--- src/rtl/rtcp_pkg.sv ---
// Package: register map, field layout, reset values and timing for the RTC prescaler/alarm block
// Operation
// RULE1 - First stage divides source clock by asynchronous factor plus one, bits 22:16
// RULE2 - Second stage divides first stage by synchronous factor plus one, bits 14:0
// RULE3 - Prescaler loads 0x007f00ff only on backup reset, system reset keeps it
// RULE4 - Alarm compare register clears only on backup reset, system reset keeps it
// RULE5 - Prescaler and alarm registers accept writes only in initialization state
// RULE6 - Software uses only full 32-bit word accesses to these registers
// RULE7 - Software keeps prescaler bits 31:23 and 15 at reset value
// RULE8 - Init state flag rises once init mode takes effect; gates prescaler changes
// RULE9 - Alarm write permitted flag sets once alarm enable is cleared
// RULE10 - Alarm match flag sets on calendar equal alarm; software writes zero to clear
// RULE11 - Masked alarm fields are excluded from the match comparison
package rtcp_pkg;
    localparam logic [7:0] ADDR_CTL = 8'h08;
    localparam logic [7:0] ADDR_STAT = 8'h0c;
    localparam logic [7:0] ADDR_PSC = 8'h10;
    localparam logic [7:0] ADDR_ALRM = 8'h1c;
    localparam logic [31:0] PSC_RESET = 32'h007f00ff;
    localparam logic [31:0] ALRM_RESET = 32'h00000000;
    localparam logic [31:0] PSC_MASK = 32'h007f7fff;
    localparam int FA_LSB = 16;
    localparam int FA_MSB = 22;
    localparam int FS_MSB = 14;
    localparam int CTL_INIT_MODE_REQUEST = 0;
    localparam int CTL_ALEN = 1;
    localparam int ST_INIT_STATE_FLAG = 0;
    localparam int ST_AWF = 1;
    localparam int ST_ALRMF = 2;
    localparam int MSK_D = 31;
    localparam int MSK_H = 23;
    localparam int MSK_M = 15;
    localparam int MSK_S = 7;
    localparam logic [1:0] INIT_SETTLE = 2'h2;
    typedef enum logic [1:0] {
        RTCP_RUN = 2'b00,
        RTCP_ENTER = 2'b01,
        RTCP_INIT = 2'b11
    } rtcp_state_t;
endpackage

--- src/rtl/rtcp_divider.sv ---
// Two-stage prescaler producing one-cycle enable pulses
`timescale 1ns/100ps
module rtcp_divider (
    input wire logic clk,
    input wire logic rst_b,
    input wire logic srcTick,
    input wire logic hold,
    input wire logic [6:0] factorA,
    input wire logic [14:0] factorS,
    output logic apreTick,
    output logic spreTick
);
    logic [6:0] cntA_reg, cntA_next;
    logic [14:0] cntS_reg, cntS_next;
    logic apre_next, spre_next;

    always_comb begin
        cntA_next = cntA_reg;
        cntS_next = cntS_reg;
        apre_next = 1'b0;
        spre_next = 1'b0;
        if (hold) begin
            // Counters clear and hold at zero in init mode so new factors start from zero
            cntA_next = 7'h00;
            cntS_next = 15'h0000;
        end else if (srcTick) begin
            if (cntA_reg >= factorA) begin // [RULE1]
                cntA_next = 7'h00;
                apre_next = 1'b1;
                if (cntS_reg >= factorS) begin // [RULE2]
                    cntS_next = 15'h0000;
                    spre_next = 1'b1;
                end else begin
                    cntS_next = cntS_reg + 15'h0001;
                end
            end else begin
                cntA_next = cntA_reg + 7'h01;
            end
        end
    end

    always_ff @(posedge clk or negedge rst_b) begin
        if (!rst_b) begin
            cntA_reg <= 7'h00;
            cntS_reg <= 15'h0000;
            apreTick <= 1'b0;
            spreTick <= 1'b0;
        end else begin
            cntA_reg <= cntA_next;
            cntS_reg <= cntS_next;
            apreTick <= apre_next;
            spreTick <= spre_next;
        end
    end
endmodule

--- src/rtl/rtcp_top.sv ---
// RTC prescaler and alarm registers with APB slave
`timescale 1ns/100ps
module rtcp_top (
    input wire logic clk,
    input wire logic rst_b,
    input wire logic bkpRst_b,
    input wire logic calSrcTick,
    input wire logic [31:0] calendarNow,
    input wire logic psel,
    input wire logic penable,
    input wire logic pwrite,
    input wire logic [7:0] paddr,
    input wire logic [31:0] pwdata,
    output logic [31:0] prdata,
    output logic pready,
    output logic pslverr,
    output logic firstStageTick,
    output logic secondStageTick,
    output logic initStateFlag,
    output logic alarmMatchFlag
);
    logic src1_reg, src2_reg, src3_reg;
    logic [31:0] psc_reg, psc_next;
    logic [31:0] alrm_reg, alrm_next;
    logic initModeReq_reg, initModeReq_next;
    logic alarmEn_reg, alarmEn_next;
    logic awf_reg, awf_next;
    logic matchFlag_reg, matchFlag_next;
    logic [1:0] settle_reg, settle_next;
    rtcp_pkg::rtcp_state_t state_reg, state_next;
    logic [31:0] prdata_next;
    logic pslverr_next;
    logic access, wr, srcTick, apre, spre, fieldsMatch, initFlag;
    logic [31:0] calSync1_reg, calSync2_reg;
    logic [31:0] calSnap_reg, calSnap_next;
    logic srcFall;

    assign access = psel && penable;
    assign wr = access && pwrite;
    assign srcTick = src2_reg && !src3_reg;
    assign srcFall = src3_reg && !src2_reg;
    assign initFlag = (state_reg == rtcp_pkg::RTCP_INIT);

    // Source clock tick and calendar come from another domain
    always_ff @(posedge clk or negedge rst_b) begin
        if (!rst_b) begin
            src1_reg <= 1'b0;
            src2_reg <= 1'b0;
            src3_reg <= 1'b0;
            calSync1_reg <= 32'h00000000;
            calSync2_reg <= 32'h00000000;
        end else begin
            src1_reg <= calSrcTick;
            src2_reg <= src1_reg;
            src3_reg <= src2_reg;
            calSync1_reg <= calendarNow;
            calSync2_reg <= calSync1_reg;
        end
    end

    // Word taken mid source period, away from its update edge; avoids a torn value
    always_comb begin
        calSnap_next = calSnap_reg;
        if (srcFall) begin
            calSnap_next = calSync2_reg;
        end
    end

    always_ff @(posedge clk or negedge rst_b) begin
        if (!rst_b) begin
            calSnap_reg <= 32'h00000000;
        end else begin
            calSnap_reg <= calSnap_next;
        end
    end

    rtcp_divider u_div (
        .clk(clk),
        .rst_b(rst_b),
        .srcTick(srcTick),
        .hold(initFlag),
        .factorA(psc_reg[rtcp_pkg::FA_MSB:rtcp_pkg::FA_LSB]),
        .factorS(psc_reg[rtcp_pkg::FS_MSB:0]),
        .apreTick(apre),
        .spreTick(spre)
    );

    // Init mode entry takes a few cycles to settle before the flag rises
    always_comb begin
        state_next = state_reg;
        settle_next = settle_reg;
        case (state_reg)
            rtcp_pkg::RTCP_RUN: begin
                settle_next = 2'h0;
                if (initModeReq_reg) begin
                    state_next = rtcp_pkg::RTCP_ENTER;
                end
            end
            rtcp_pkg::RTCP_ENTER: begin
                settle_next = settle_reg + 2'h1;
                if (!initModeReq_reg) begin
                    state_next = rtcp_pkg::RTCP_RUN;
                end else if (settle_reg == rtcp_pkg::INIT_SETTLE) begin
                    state_next = rtcp_pkg::RTCP_INIT; // [RULE8]
                end
            end
            rtcp_pkg::RTCP_INIT: begin
                if (!initModeReq_reg) begin
                    state_next = rtcp_pkg::RTCP_RUN;
                end
            end
            default: begin
                state_next = rtcp_pkg::RTCP_RUN;
            end
        endcase
    end

    always_ff @(posedge clk or negedge rst_b) begin
        if (!rst_b) begin
            state_reg <= rtcp_pkg::RTCP_RUN;
            settle_reg <= 2'h0;
        end else begin
            state_reg <= state_next;
            settle_reg <= settle_next;
        end
    end

    // Alarm match on unmasked fields; mask bits themselves never compared
    always_comb begin
        fieldsMatch = 1'b1;
        for (int f = 0; f < 4; f++) begin
            if (!alrm_reg[8 * f + 7]) begin // [RULE11]
                if (alrm_reg[8 * f +: 7] != calSnap_reg[8 * f +: 7]) begin
                    fieldsMatch = 1'b0;
                end
            end
        end
    end

    // Control, status and match flag
    always_comb begin
        initModeReq_next = initModeReq_reg;
        alarmEn_next = alarmEn_reg;
        matchFlag_next = matchFlag_reg;
        if (wr && paddr == rtcp_pkg::ADDR_CTL) begin
            initModeReq_next = pwdata[rtcp_pkg::CTL_INIT_MODE_REQUEST];
            alarmEn_next = pwdata[rtcp_pkg::CTL_ALEN];
        end
        if (wr && paddr == rtcp_pkg::ADDR_STAT && !pwdata[rtcp_pkg::ST_ALRMF]) begin
            matchFlag_next = 1'b0; // [RULE10]
        end
        // Set wins over a same-cycle clear
        if (alarmEn_reg && spre && fieldsMatch) begin
            matchFlag_next = 1'b1; // [RULE10]
        end
        awf_next = !alarmEn_reg; // [RULE9]
    end

    always_ff @(posedge clk or negedge rst_b) begin
        if (!rst_b) begin
            initModeReq_reg <= 1'b0;
            alarmEn_reg <= 1'b0;
            matchFlag_reg <= 1'b0;
            awf_reg <= 1'b1;
        end else begin
            initModeReq_reg <= initModeReq_next;
            alarmEn_reg <= alarmEn_next;
            matchFlag_reg <= matchFlag_next;
            awf_reg <= awf_next;
        end
    end

    // Backup-domain registers; system reset does not reach them
    always_comb begin
        psc_next = psc_reg;
        alrm_next = alrm_reg;
        if (wr && initFlag) begin // [RULE5]
            if (paddr == rtcp_pkg::ADDR_PSC) begin
                // Reserved bits forced so they always read at reset value
                psc_next = pwdata & rtcp_pkg::PSC_MASK;
            end else if (paddr == rtcp_pkg::ADDR_ALRM && awf_reg) begin
                alrm_next = pwdata;
            end
        end
    end

    always_ff @(posedge clk or negedge bkpRst_b) begin
        if (!bkpRst_b) begin
            psc_reg <= rtcp_pkg::PSC_RESET; // [RULE3]
            alrm_reg <= rtcp_pkg::ALRM_RESET; // [RULE4]
        end else begin
            psc_reg <= psc_next;
            alrm_reg <= alrm_next;
        end
    end

    // APB read path, zero wait states
    always_comb begin
        prdata_next = 32'h00000000;
        pslverr_next = 1'b0;
        if (psel && !penable && !pwrite) begin
            if (paddr == rtcp_pkg::ADDR_CTL) begin
                prdata_next[rtcp_pkg::CTL_INIT_MODE_REQUEST] = initModeReq_reg;
                prdata_next[rtcp_pkg::CTL_ALEN] = alarmEn_reg;
            end else if (paddr == rtcp_pkg::ADDR_STAT) begin
                prdata_next[rtcp_pkg::ST_INIT_STATE_FLAG] = initFlag;
                prdata_next[rtcp_pkg::ST_AWF] = awf_reg;
                prdata_next[rtcp_pkg::ST_ALRMF] = matchFlag_reg;
            end else if (paddr == rtcp_pkg::ADDR_PSC) begin
                prdata_next = psc_reg;
            end else if (paddr == rtcp_pkg::ADDR_ALRM) begin
                prdata_next = alrm_reg;
            end
        end
        if (psel && !penable) begin
            pslverr_next = !(paddr == rtcp_pkg::ADDR_CTL || paddr == rtcp_pkg::ADDR_STAT
                || paddr == rtcp_pkg::ADDR_PSC || paddr == rtcp_pkg::ADDR_ALRM);
        end
    end

    always_ff @(posedge clk or negedge rst_b) begin
        if (!rst_b) begin
            prdata <= 32'h00000000;
            pslverr <= 1'b0;
            pready <= 1'b0;
            firstStageTick <= 1'b0;
            secondStageTick <= 1'b0;
            initStateFlag <= 1'b0;
            alarmMatchFlag <= 1'b0;
        end else begin
            if (psel && !penable) begin
                prdata <= prdata_next;
                pslverr <= pslverr_next;
            end
            pready <= psel && !penable;
            firstStageTick <= apre;
            secondStageTick <= spre;
            initStateFlag <= initFlag;
            alarmMatchFlag <= matchFlag_reg;
        end
    end
endmodule

--- config.mk ---
export PLATFORM = sky130hd
export DESIGN_NAME = rtcp_top
export DESIGN_NICKNAME = d
export VERILOG_FILES = /design/src/rtl/rtcp_pkg.sv /design/src/rtl/rtcp_divider.sv /design/src/rtl/rtcp_top.sv
export SDC_FILE = /design/constraint.sdc
export NUM_CORES = 1
export LEC_CHECK = 0
export ABC_AREA = 1
export BUFFER_PORTS_ARGS = -buffer_cell sky130_fd_sc_hd__buf_2
export CAP_MARGIN = 20
export CORE_MARGIN = 8
export CORE_UTILIZATION = 55
export CTS_CLUSTER_SIZE = 8
export DETAILED_ROUTE_END_ITERATION = 7
export PLACE_DENSITY = 0.84
export SYNTH_ARGS = -nofsm -noshare
export SYNTH_HDL_FRONTEND = slang
export SYNTH_HIERARCHICAL = 1
export SYNTH_SLANG_ARGS = --single-unit
--- constraint.sdc ---
create_clock -name clk -period 2.1 [get_ports clk]
set_clock_uncertainty 0.1 [all_clocks]
set_input_delay 0.21 -clock clk [delete_from_list [all_inputs] [get_ports clk]]
set_output_delay 0.21 -clock clk [all_outputs]
set_load 0.05 [all_outputs]
Word-level counts from Yosys, hierarchy flattened
Index checks and enable logic that the tools add are counted.
{ "word_totals": {"reg_bits": 220, "inputBits": 79, "out_inout_bits": 38, "wordCells": 114} }
{ "op_classes": {"addsub": 3, "n_lt_le_gt_ge": 2, "eq_ne": 14, "muxes": 37, "bitwise_logic": 1, "n_reduce_logical": 32} }
{ "ops": {"columns": ["cell", "n"], "rows": [
  ["$mux 32", 3],
  ["$mux 15", 4],
  ["$mux 30", 1],
  ["$mux 29", 1],
  ["$ne 7x7->1", 4],
  ["$mux 7", 3],
  ["$mux 1", 17],
  ["$eq 8x4->1 const B", 2],
  ["$eq 8x5->1 const B", 2],
  ["$add 15x1->15 const B", 1],
  ["$ge 15x15->1", 1],
  ["$logic_and 1x1->1", 13],
  ["$mux 2", 5],
  ["$reduce_bool 2->1", 4],
  ["$add 7x1->7 const B", 1],
  ["$ge 7x7->1", 1],
  ["$logic_not 1->1", 7],
  ["$pmux 2 s3", 1],
  ["$reduce_and 3->1", 2],
  ["$eq 2x2->1 const B", 2],
  ["$ne 2x2->1 const B", 2],
  ["$pmux 2 s2", 1],
  ["$reduce_and 2->1", 2],
  ["$logic_or 1x1->1", 3],
  ["other kinds (6)", 6]
]} }

Longest topological paths before layout
Gate-level depths: netlist of run 1.
{ "logic_depth": {"ltp_word": 11, "ltp_mapped": 14, "depth_no_buf": 12} }

Cells and area by module
The synthesis of run 1 kept the hierarchy.
{ "by_module_without_submodules": {"columns": ["mod", "n_inst", "cells_each", "area_each_um2", "seq_area_each_um2"], "rows": [
  ["rtcp_top", 1, 725, 7330.8, 4699.5],
  ["rtcp_divider", 1, 285, 1965.6, 600.6]
]} }

Worst setup path after synthesis of run 1
OpenSTA, ideal clock, no wires.
{ "synth_path": {"path_kind": "register to register", "startpoint": "reg psc_reg[22]", "endpoint": "reg u_div.cntS_reg[4]", "setup_ns": 0.065, "arrival_time_ns": 1.759, "setup_slack_ns": 0.176, "path_stages_with_launch": 12, "path_buffers": 2, "period_less_slack_ns": 1.924, "path_cell_list": "dfstp_2 > inv_1 > ha_1 > a21o_1 > nor2_1 > and2_1 > buf_4 > nand2_2 > nand2_4 > buf_6 > nand2_1 > nand2_1"} }
{ "synth_between": {"elab_chain_cells": 3} }
{ "synth_lines": {"columns": ["element", "line_no", "rtl"], "rows": [
  ["start: declaration", "rtcp_top.sv:23", "logic [31:0] psc_reg, psc_next;"],
  ["start signal: assignment", "rtcp_top.sv:189", "psc_reg <= rtcp_pkg::PSC_RESET;"],
  ["start signal: assignment", "rtcp_top.sv:192", "psc_reg <= psc_next;"],
  ["$ge 7x7->1", "rtcp_divider.sv:27", "if (cntA_reg >= factorA) begin"],
  ["$reduce_bool 2->1 (no line)", null, null],
  ["$reduce_and 2->1 (no line)", null, null],
  ["end signal: assignment", "rtcp_divider.sv:50", "cntS_reg <= cntS_next;"],
  ["end: declaration", "rtcp_divider.sv:14", "logic [14:0] cntS_reg, cntS_next;"]
]} }
Every way passes these cells.
A chain may end at the register's enable or synchronous reset.

Worst setup path after layout of run 1
{ "layout_path": {"startpoint": "reg psc_reg[18]", "endpoint": "reg u_div.cntA_reg[4]"} }
{ "layout_between": {"elab_chain_cells": 4} }
{ "layout_lines": {"columns": ["element", "line_no", "rtl"], "rows": [
  ["$ge 7x7->1", "rtcp_divider.sv:27", null],
  ["$mux 7", "rtcp_divider.sv:27", null],
  ["$mux 7", "rtcp_divider.sv:26", "end else if (srcTick) begin"],
  ["$mux 7", "rtcp_divider.sv:22", "if (hold) begin"],
  ["end signal: assignment", "rtcp_divider.sv:49", "cntA_reg <= cntA_next;"],
  ["end: declaration", "rtcp_divider.sv:13", "logic [6:0] cntA_reg, cntA_next;"]
]} }
Every way passes these cells. The select of a mux whose other input is x is not followed.

==> flow_metrics.py, run 1 <==
metrics = {
    "status": {
        "status": "finished clean",
    },
    "floorplan": {
        "core-area_um2": 16600,
        "start_util": 0.561,
        "rows": 47,
        "ioPinCount": 117,
        "die_w_um": 146,
        "die_area_um2": 21300,
        "die_h_um": 146,
    },
    "global_route": {
        "grt_pass1_wl_um": 38000,
        "grtUsageTotal": 0.215,
        "grt_pass1_vias": 7896,
        "grt_max_degree": 65,
        "antenna_found_initial": 0,
        "grt_overflow": 0,
    },
    "sta": {
        "rsz0062_at_grt": "no",
        "finalCritPeriodShare": 0.931,
        "slew_headroom": 0.545,
        "tns_ns": 0,
        "finalHoldViolCount": 0,
        "finalMaxSlewViolations": 0,
        "fmax_mhz": 511,
        "min_period_ns": 1.96,
        "worstMarginPinSlew_ns": 0.683,
        "worst_hold_slack_ns": 0.0607,
        "setup_viol": 0,
    },
    "cts": {
        "htree_levels": 1,
        "clk_pin_slew_worst_paths_ns": 0.05,
        "root_buffer": "clkbuf_16",
        "cts_tree": "done",
        "clockBufferDepth": 3,
        "cts_buffers": 30,
        "clk_latency_ns": 0.53,
        "clkSinkCount": 211,
    },
    "pwr": {
        "ir_drop_uv": 638,
        "power.density_nw_per_um2": 790,
        "p_leak_uw": 0.00597,
    },
    "routing": {
        "initialDrtViolationCount": 546,
        "dr.pass1.iters": 5,
        "wl_um": 22700,
        "wire_per_inst_um": 15.6,
        "drc": 0,
        "vias": 7457,
        "viasPerCell": 5.13,
        "ant_nets": 0,
    },
    "placement": {
        "dp.cells": 1334,
        "io_buffer_count": 112,
        "dp_hpwl_um": 14900,
        "gp_congestion": 0.885,
    },
    "synth": {
        "yosys_warnings": 6,
        "synth_fp_nets": 1114,
        "ys.flop_type": "dfrtp_1",
        "synth-edff-count": 0,
        "syn_area_per_cell_um2": 9.20,
        "ys_ff_latch": 211,
        "netlist_area_um2": 9300,
        "async_flop_share": 1.00,
        "ys_types": 38,
        "syn_inst": 1010,
        "ys_seq_area_frac": 0.570,
    },
    "setup_path": {
        "arrival_ns": 2.27,
        "critical_path_required_ns": 2.41,
        "critPathKind": "flop to flop",
        "r2r_cells": 12,
        "cp-end-kind": "flop",
        "worstPathMaxFanout": 16,
        "start_kind": "flop",
    },
    "min_path": {
        "hold_path.class": "input pin to asynchronous set/reset pin",
    },
    "cells_and_area": {
        "nets": 1316,
        "multi_input_area_um2": 3270,
        "layout_commonest_cell": "nand2_1",
        "drive_gt1_frac": 0.193,
        "antenna_cells": 0,
        "final_cell_mix": "nand2_1 (318), dfrtp_1 (195), inv_1 (143)",
        "fillCellCount": 1204,
        "seq_area_um2": 5300,
        "area_growth_pct": 26.0,
        "layoutNonFillerInstCount": 1454,
    },
    "flow_run": {
        "max-cap-violations": 0,
    },
}
area by class of cell:
class | instances | share of cell area
inverter | 146 | 0.0468
sequential | 211 | 0.453
clock buffer | 53 | 0.0733
clock inverter | 1 | 0.000641
tap | 220 | 0.0235
multi-input combinational | 624 | 0.279
timing repair buffer | 199 | 0.124
logic make-up (layout without fill, tap and decap cells):
logic type / count (synthesis) / count (layout) / synth area share
AND/OR/NAND/NOR: 437 / 437 / 0.194
buffers and inverters: 175 / 399 / 0.0797
adder cells (fa/ha/maj): 25 / 25 / 0.0336
AO/OA/AOI/OAI: 137 / 137 / 0.0969
multiplexers: 7 / 7 / 0.00848
flip-flops: 211 / 211 / 0.570
XOR/XNOR: 18 / 18 / 0.0170
Yosys cell counts (all sizes together), types with 8 or more instances:
library cell,n,area [µm²]
xnor2,8,70.1
o21ai,83,536
a21oi,30,158
dfstp,16,420
nand3,32,185
a32o,10,100
xor2,10,87.6
dfrtp,195,4880
nand2,321,1220
buf,22,166
inv,146,548
ha,25,313
nor2,71,308
layer usage:
layer  track usage  wire (µm)  up-vias  share of wire
li1              -          -     3555              -
met1         0.258       9230     3569           0.41
met2         0.371      11200      255           0.49
met3        0.0358       1300       78          0.057
met4         0.104        979        0          0.043
met5             0          0        -              0
per-stage QoR:
step	power, µW	utilization	setup WS (ns)	cell area [µm²]
2_1_floorplan	4580	-	0.176	9300
3_3_place_gp	4820	0.613	0.168	10200
3_5_place_dp	4840	0.613	0.104	10200
4_1_cts	9310	0.705	0.0597	11700
5_1_grt	9580	0.706	0.00807	11700
6_report	9250	0.706	0.145	11700
critical path, cell delays in order (launching register included):
cell	delay (ns)
dfstp_2	0.54
inv_1	0.05
ha_1	0.29
nand2_1	0.05
inv_1	0.06
nand2_1	0.06
nand2_1	0.07
nand2_1	0.08
and2_4	0.17
nand2_2	0.10
nand2_8	0.10
inv_1	0.12
nor2_1	0.05
path summary, 6_finish.rpt:
check                                      startpoint                             to  slack [ns]
max reg2reg                   psc_reg[18]$_DFFE_PN1P_  u_div/cntA_reg[4]$_DFFE_PN0P_        0.14
min reg2reg                calSync1_reg[12]$_DFF_PN0_     calSync2_reg[12]$_DFF_PN0_        0.24
max in group asynchronous                    bkpRst_b        psc_reg[16]$_DFFE_PN1P_        1.05
min                                             rst_b        initStateFlag$_DFF_PN0_        0.06
max                           psc_reg[18]$_DFFE_PN1P_  u_div/cntA_reg[4]$_DFFE_PN0P_        0.14
min in group clk                                 psel          prdata[7]$_DFFE_PN0P_        0.10
power breakdown:
part	internal [µW]	switching (µW)
sequential	4210	66.0
clock	2720	1650
combinational	256	344
timing repair:
| action | CTS | global route |
|---|---|---|
| hold buffers | 66 | 0 |
| buffers inserted | 0 | 0 |
| setup endpoints to repair | 0 | 10 |
| endpoints found under the hold margin | 269 | 0 |
| gates resized for setup | 0 | 4 |
Note: power is estimated with default switching activity, not from simulation.
==> run 2, diff against run 1 <==
--- a/config.mk
+++ b/config.mk
@@ -10,6 +10,7 @@
 export CAP_MARGIN = 20
 export CORE_MARGIN = 8
 export CORE_UTILIZATION = 55
+export CTS_BUF_LIST = sky130_fd_sc_hd__clkbuf_8
 export CTS_CLUSTER_SIZE = 8
 export DETAILED_ROUTE_END_ITERATION = 7
 export PLACE_DENSITY = 0.84
==> run 2 against run 1 <==
Compared with the run above: die area did not move; critical path depth fell by 4; combinational power fell by 1%; first-iteration DRC count fell by 29%; final area fell by 1.9%; worst hold slack improved by 0.022 ns; global-route usage fell by 0.97 points; routed wire length fell by 5.6%; final cell count rose by 0.41%; worst setup slack got worse by 0.029 ns; sequential power barely moved.
==> flow_metrics.py, run 2 (same netlist as run 1, synthesis figures left out) <==
metrics = {
    "status": {
        "status": "finished clean",
    },
    "global_route": {
        "grtUsageTotal": 0.205,
        "grt_pass1_vias": 7668,
        "antenna_found_initial": 0,
        "grt_max_degree": 65,
        "grt_overflow": 0,
        "grt_pass1_wl_um": 36400,
    },
    "routing": {
        "viasPerCell": 5.03,
        "ant_nets": 0,
        "initialDrtViolationCount": 387,
        "drc": 0,
        "wire_per_inst_um": 14.7,
        "wl_um": 21500,
        "vias": 7351,
        "dr.pass1.iters": 6,
    },
    "sta": {
        "finalCritPeriodShare": 0.945,
        "finalHoldViolCount": 0,
        "tns_ns": 0,
        "rsz0062_at_grt": "no",
        "finalMaxSlewViolations": 0,
        "worstMarginPinSlew_ns": 0.643,
        "worst_hold_slack_ns": 0.0831,
        "min_period_ns": 1.98,
        "setup_viol": 0,
        "setup_slack_ns": 0.116,
        "slew_headroom": 0.571,
        "fmax_mhz": 504,
    },
    "setup_path": {
        "arrival_ns": 2.28,
        "worstPathMaxFanout": 5,
        "critPathKind": "flop to flop",
        "critPathSlowestCell": "dfstp_2",
        "cp_cell_sequence": "inv_1, ha_1, a21o_1, nor2_2, and2_4, buf_4, nand3_1, o21ai_0",
        "critical_path_required_ns": 2.39,
        "cp-end-kind": "flop",
        "slowest_delay_ns": 0.54,
        "start_kind": "flop",
    },
    "floorplan": {
        "core-area_um2": 16600,
        "ioPinCount": 117,
        "die_h_um": 146,
        "die_area_um2": 21300,
        "die_w_um": 146,
        "start_util": 0.561,
        "rows": 47,
    },
    "cts": {
        "cts_buffers": 35,
        "htree_levels": 2,
        "root_buffer": "clkbuf_8",
        "cts_tree": "done",
        "clkSinkCount": 211,
        "clk_latency_ns": 0.50,
        "clockBufferDepth": 3,
        "clk_pin_slew_worst_paths_ns": 0.06,
    },
    "pwr": {
        "p_leak_uw": 0.00595,
        "power_uw": 8100,
        "power.density_nw_per_um2": 706,
        "p_switching_uw": 1880,
        "p_int_uw": 6220,
        "switching_share": 0.232,
        "ir_drop_uv": 460,
        "p_comb_frac": 0.073,
        "clockPowerShare": 0.400,
        "pwr-share-seq": 0.527,
    },
    "cells_and_area": {
        "drive_gt1_frac": 0.200,
        "fillCellCount": 1234,
        "antenna_cells": 0,
        "layout_commonest_cell": "nand2_1",
        "utilization": 0.692,
        "multi_input_area_um2": 3270,
        "nets": 1321,
        "final_cell_mix": "nand2_1 (317), dfrtp_1 (195), inv_1 (162)",
        "area_growth_pct": 23.5,
        "seq_area_um2": 5300,
    },
    "placement": {
        "dpl_worst_slack_ns": 0.104,
        "gp_congestion": 0.885,
        "dp_hpwl_um": 14900,
        "io_buffer_count": 112,
    },
    "min_path": {
        "hold_path.class": "input pin to asynchronous set/reset pin",
    },
    "flow_run": {
        "max-cap-violations": 0,
    },
}
[run 2: cell types whose count changed in the layout (fill, tap and decap cells not counted), sizes merged]
cell	change
clkinvlp	-1
clkbuf	-12
inv	+19
[run 2: final cells by class]
type | instances | share of cell area
clock inverters | 19 | 0.00621
clock buffers | 41 | 0.0491
flip-flops and latches | 211 | 0.462
inverters | 146 | 0.0477
multi-input cells | 624 | 0.285
well taps | 220 | 0.0240
repair buffers | 199 | 0.126
[run 2: repair_timing]
| action | 4_1_cts | 5_1_grt |
|---|---|---|
| endpoints found under the setup margin | 0 | 17 |
| endpoints found under the hold margin | 265 | 0 |
| resized for setup | 0 | 5 |
| buffers inserted | 0 | 0 |
| hold buffers | 66 | 0 |
[run 2: worst max-delay path, delay by kind of cell (launching register included)]
| kind | cells | cell delay, ns |
|---|---|---|
| adder cells (fa/ha/maj) | 1 | 0.30 |
| flip-flops | 1 | 0.54 |
| buffers and inverters | 2 | 0.17 |
| AND/OR/NAND/NOR | 3 | 0.38 |
| AO/OA/AOI/OAI | 2 | 0.41 |
[run 2: path summary, 6_finish.rpt]
path	start	endpoint	slack, ns	cells past startpoint
max	psc_reg[22]$_DFFE_PN1P_	u_div/cntA_reg[6]$_DFFE_PN0P_	0.12	8
min	rst_b	settle_reg[0]$_DFFE_PN0P_	0.08	2
max reg2reg	psc_reg[22]$_DFFE_PN1P_	u_div/cntA_reg[6]$_DFFE_PN0P_	0.12	8
min reg2reg	calSync1_reg[0]$_DFF_PN0_	calSync2_reg[0]$_DFF_PN0_	0.24	0
max in group asynchronous	bkpRst_b	psc_reg[18]$_DFFE_PN1P_	1.07	3
min in group clk	paddr[3]	prdata[1]$_DFFE_PN0P_	0.13	5
[run 2: routing by layer]
layer  vias to the layer above  track usage  share of wire
met5                         -            0              0
met4                         0       0.0793          0.027
met3                        50       0.0355          0.049
met2                       214        0.360           0.51
met1                      3509        0.249           0.42
li1                       3578            -              -
[run 2: stage by stage]
step	cell area, µm²	cells
floorplan	9300	1010
global placement	10200	1334
detailed placement	10200	1334
CTS	11500	1460
global route	11500	1460
finish	11500	1460
[run 2: power groups by stage]
stage | Sequential, µW | Combinational, µW | Clock (µW)
after CTS | 4270 | 594 | 3310
after global routing | 4290 | 662 | 3510
after floorplan | 4340 | 232 | 0
after global placement | 4340 | 481 | 0
final | 4270 | 592 | 3240
after detailed placement | 4340 | 497 | 0
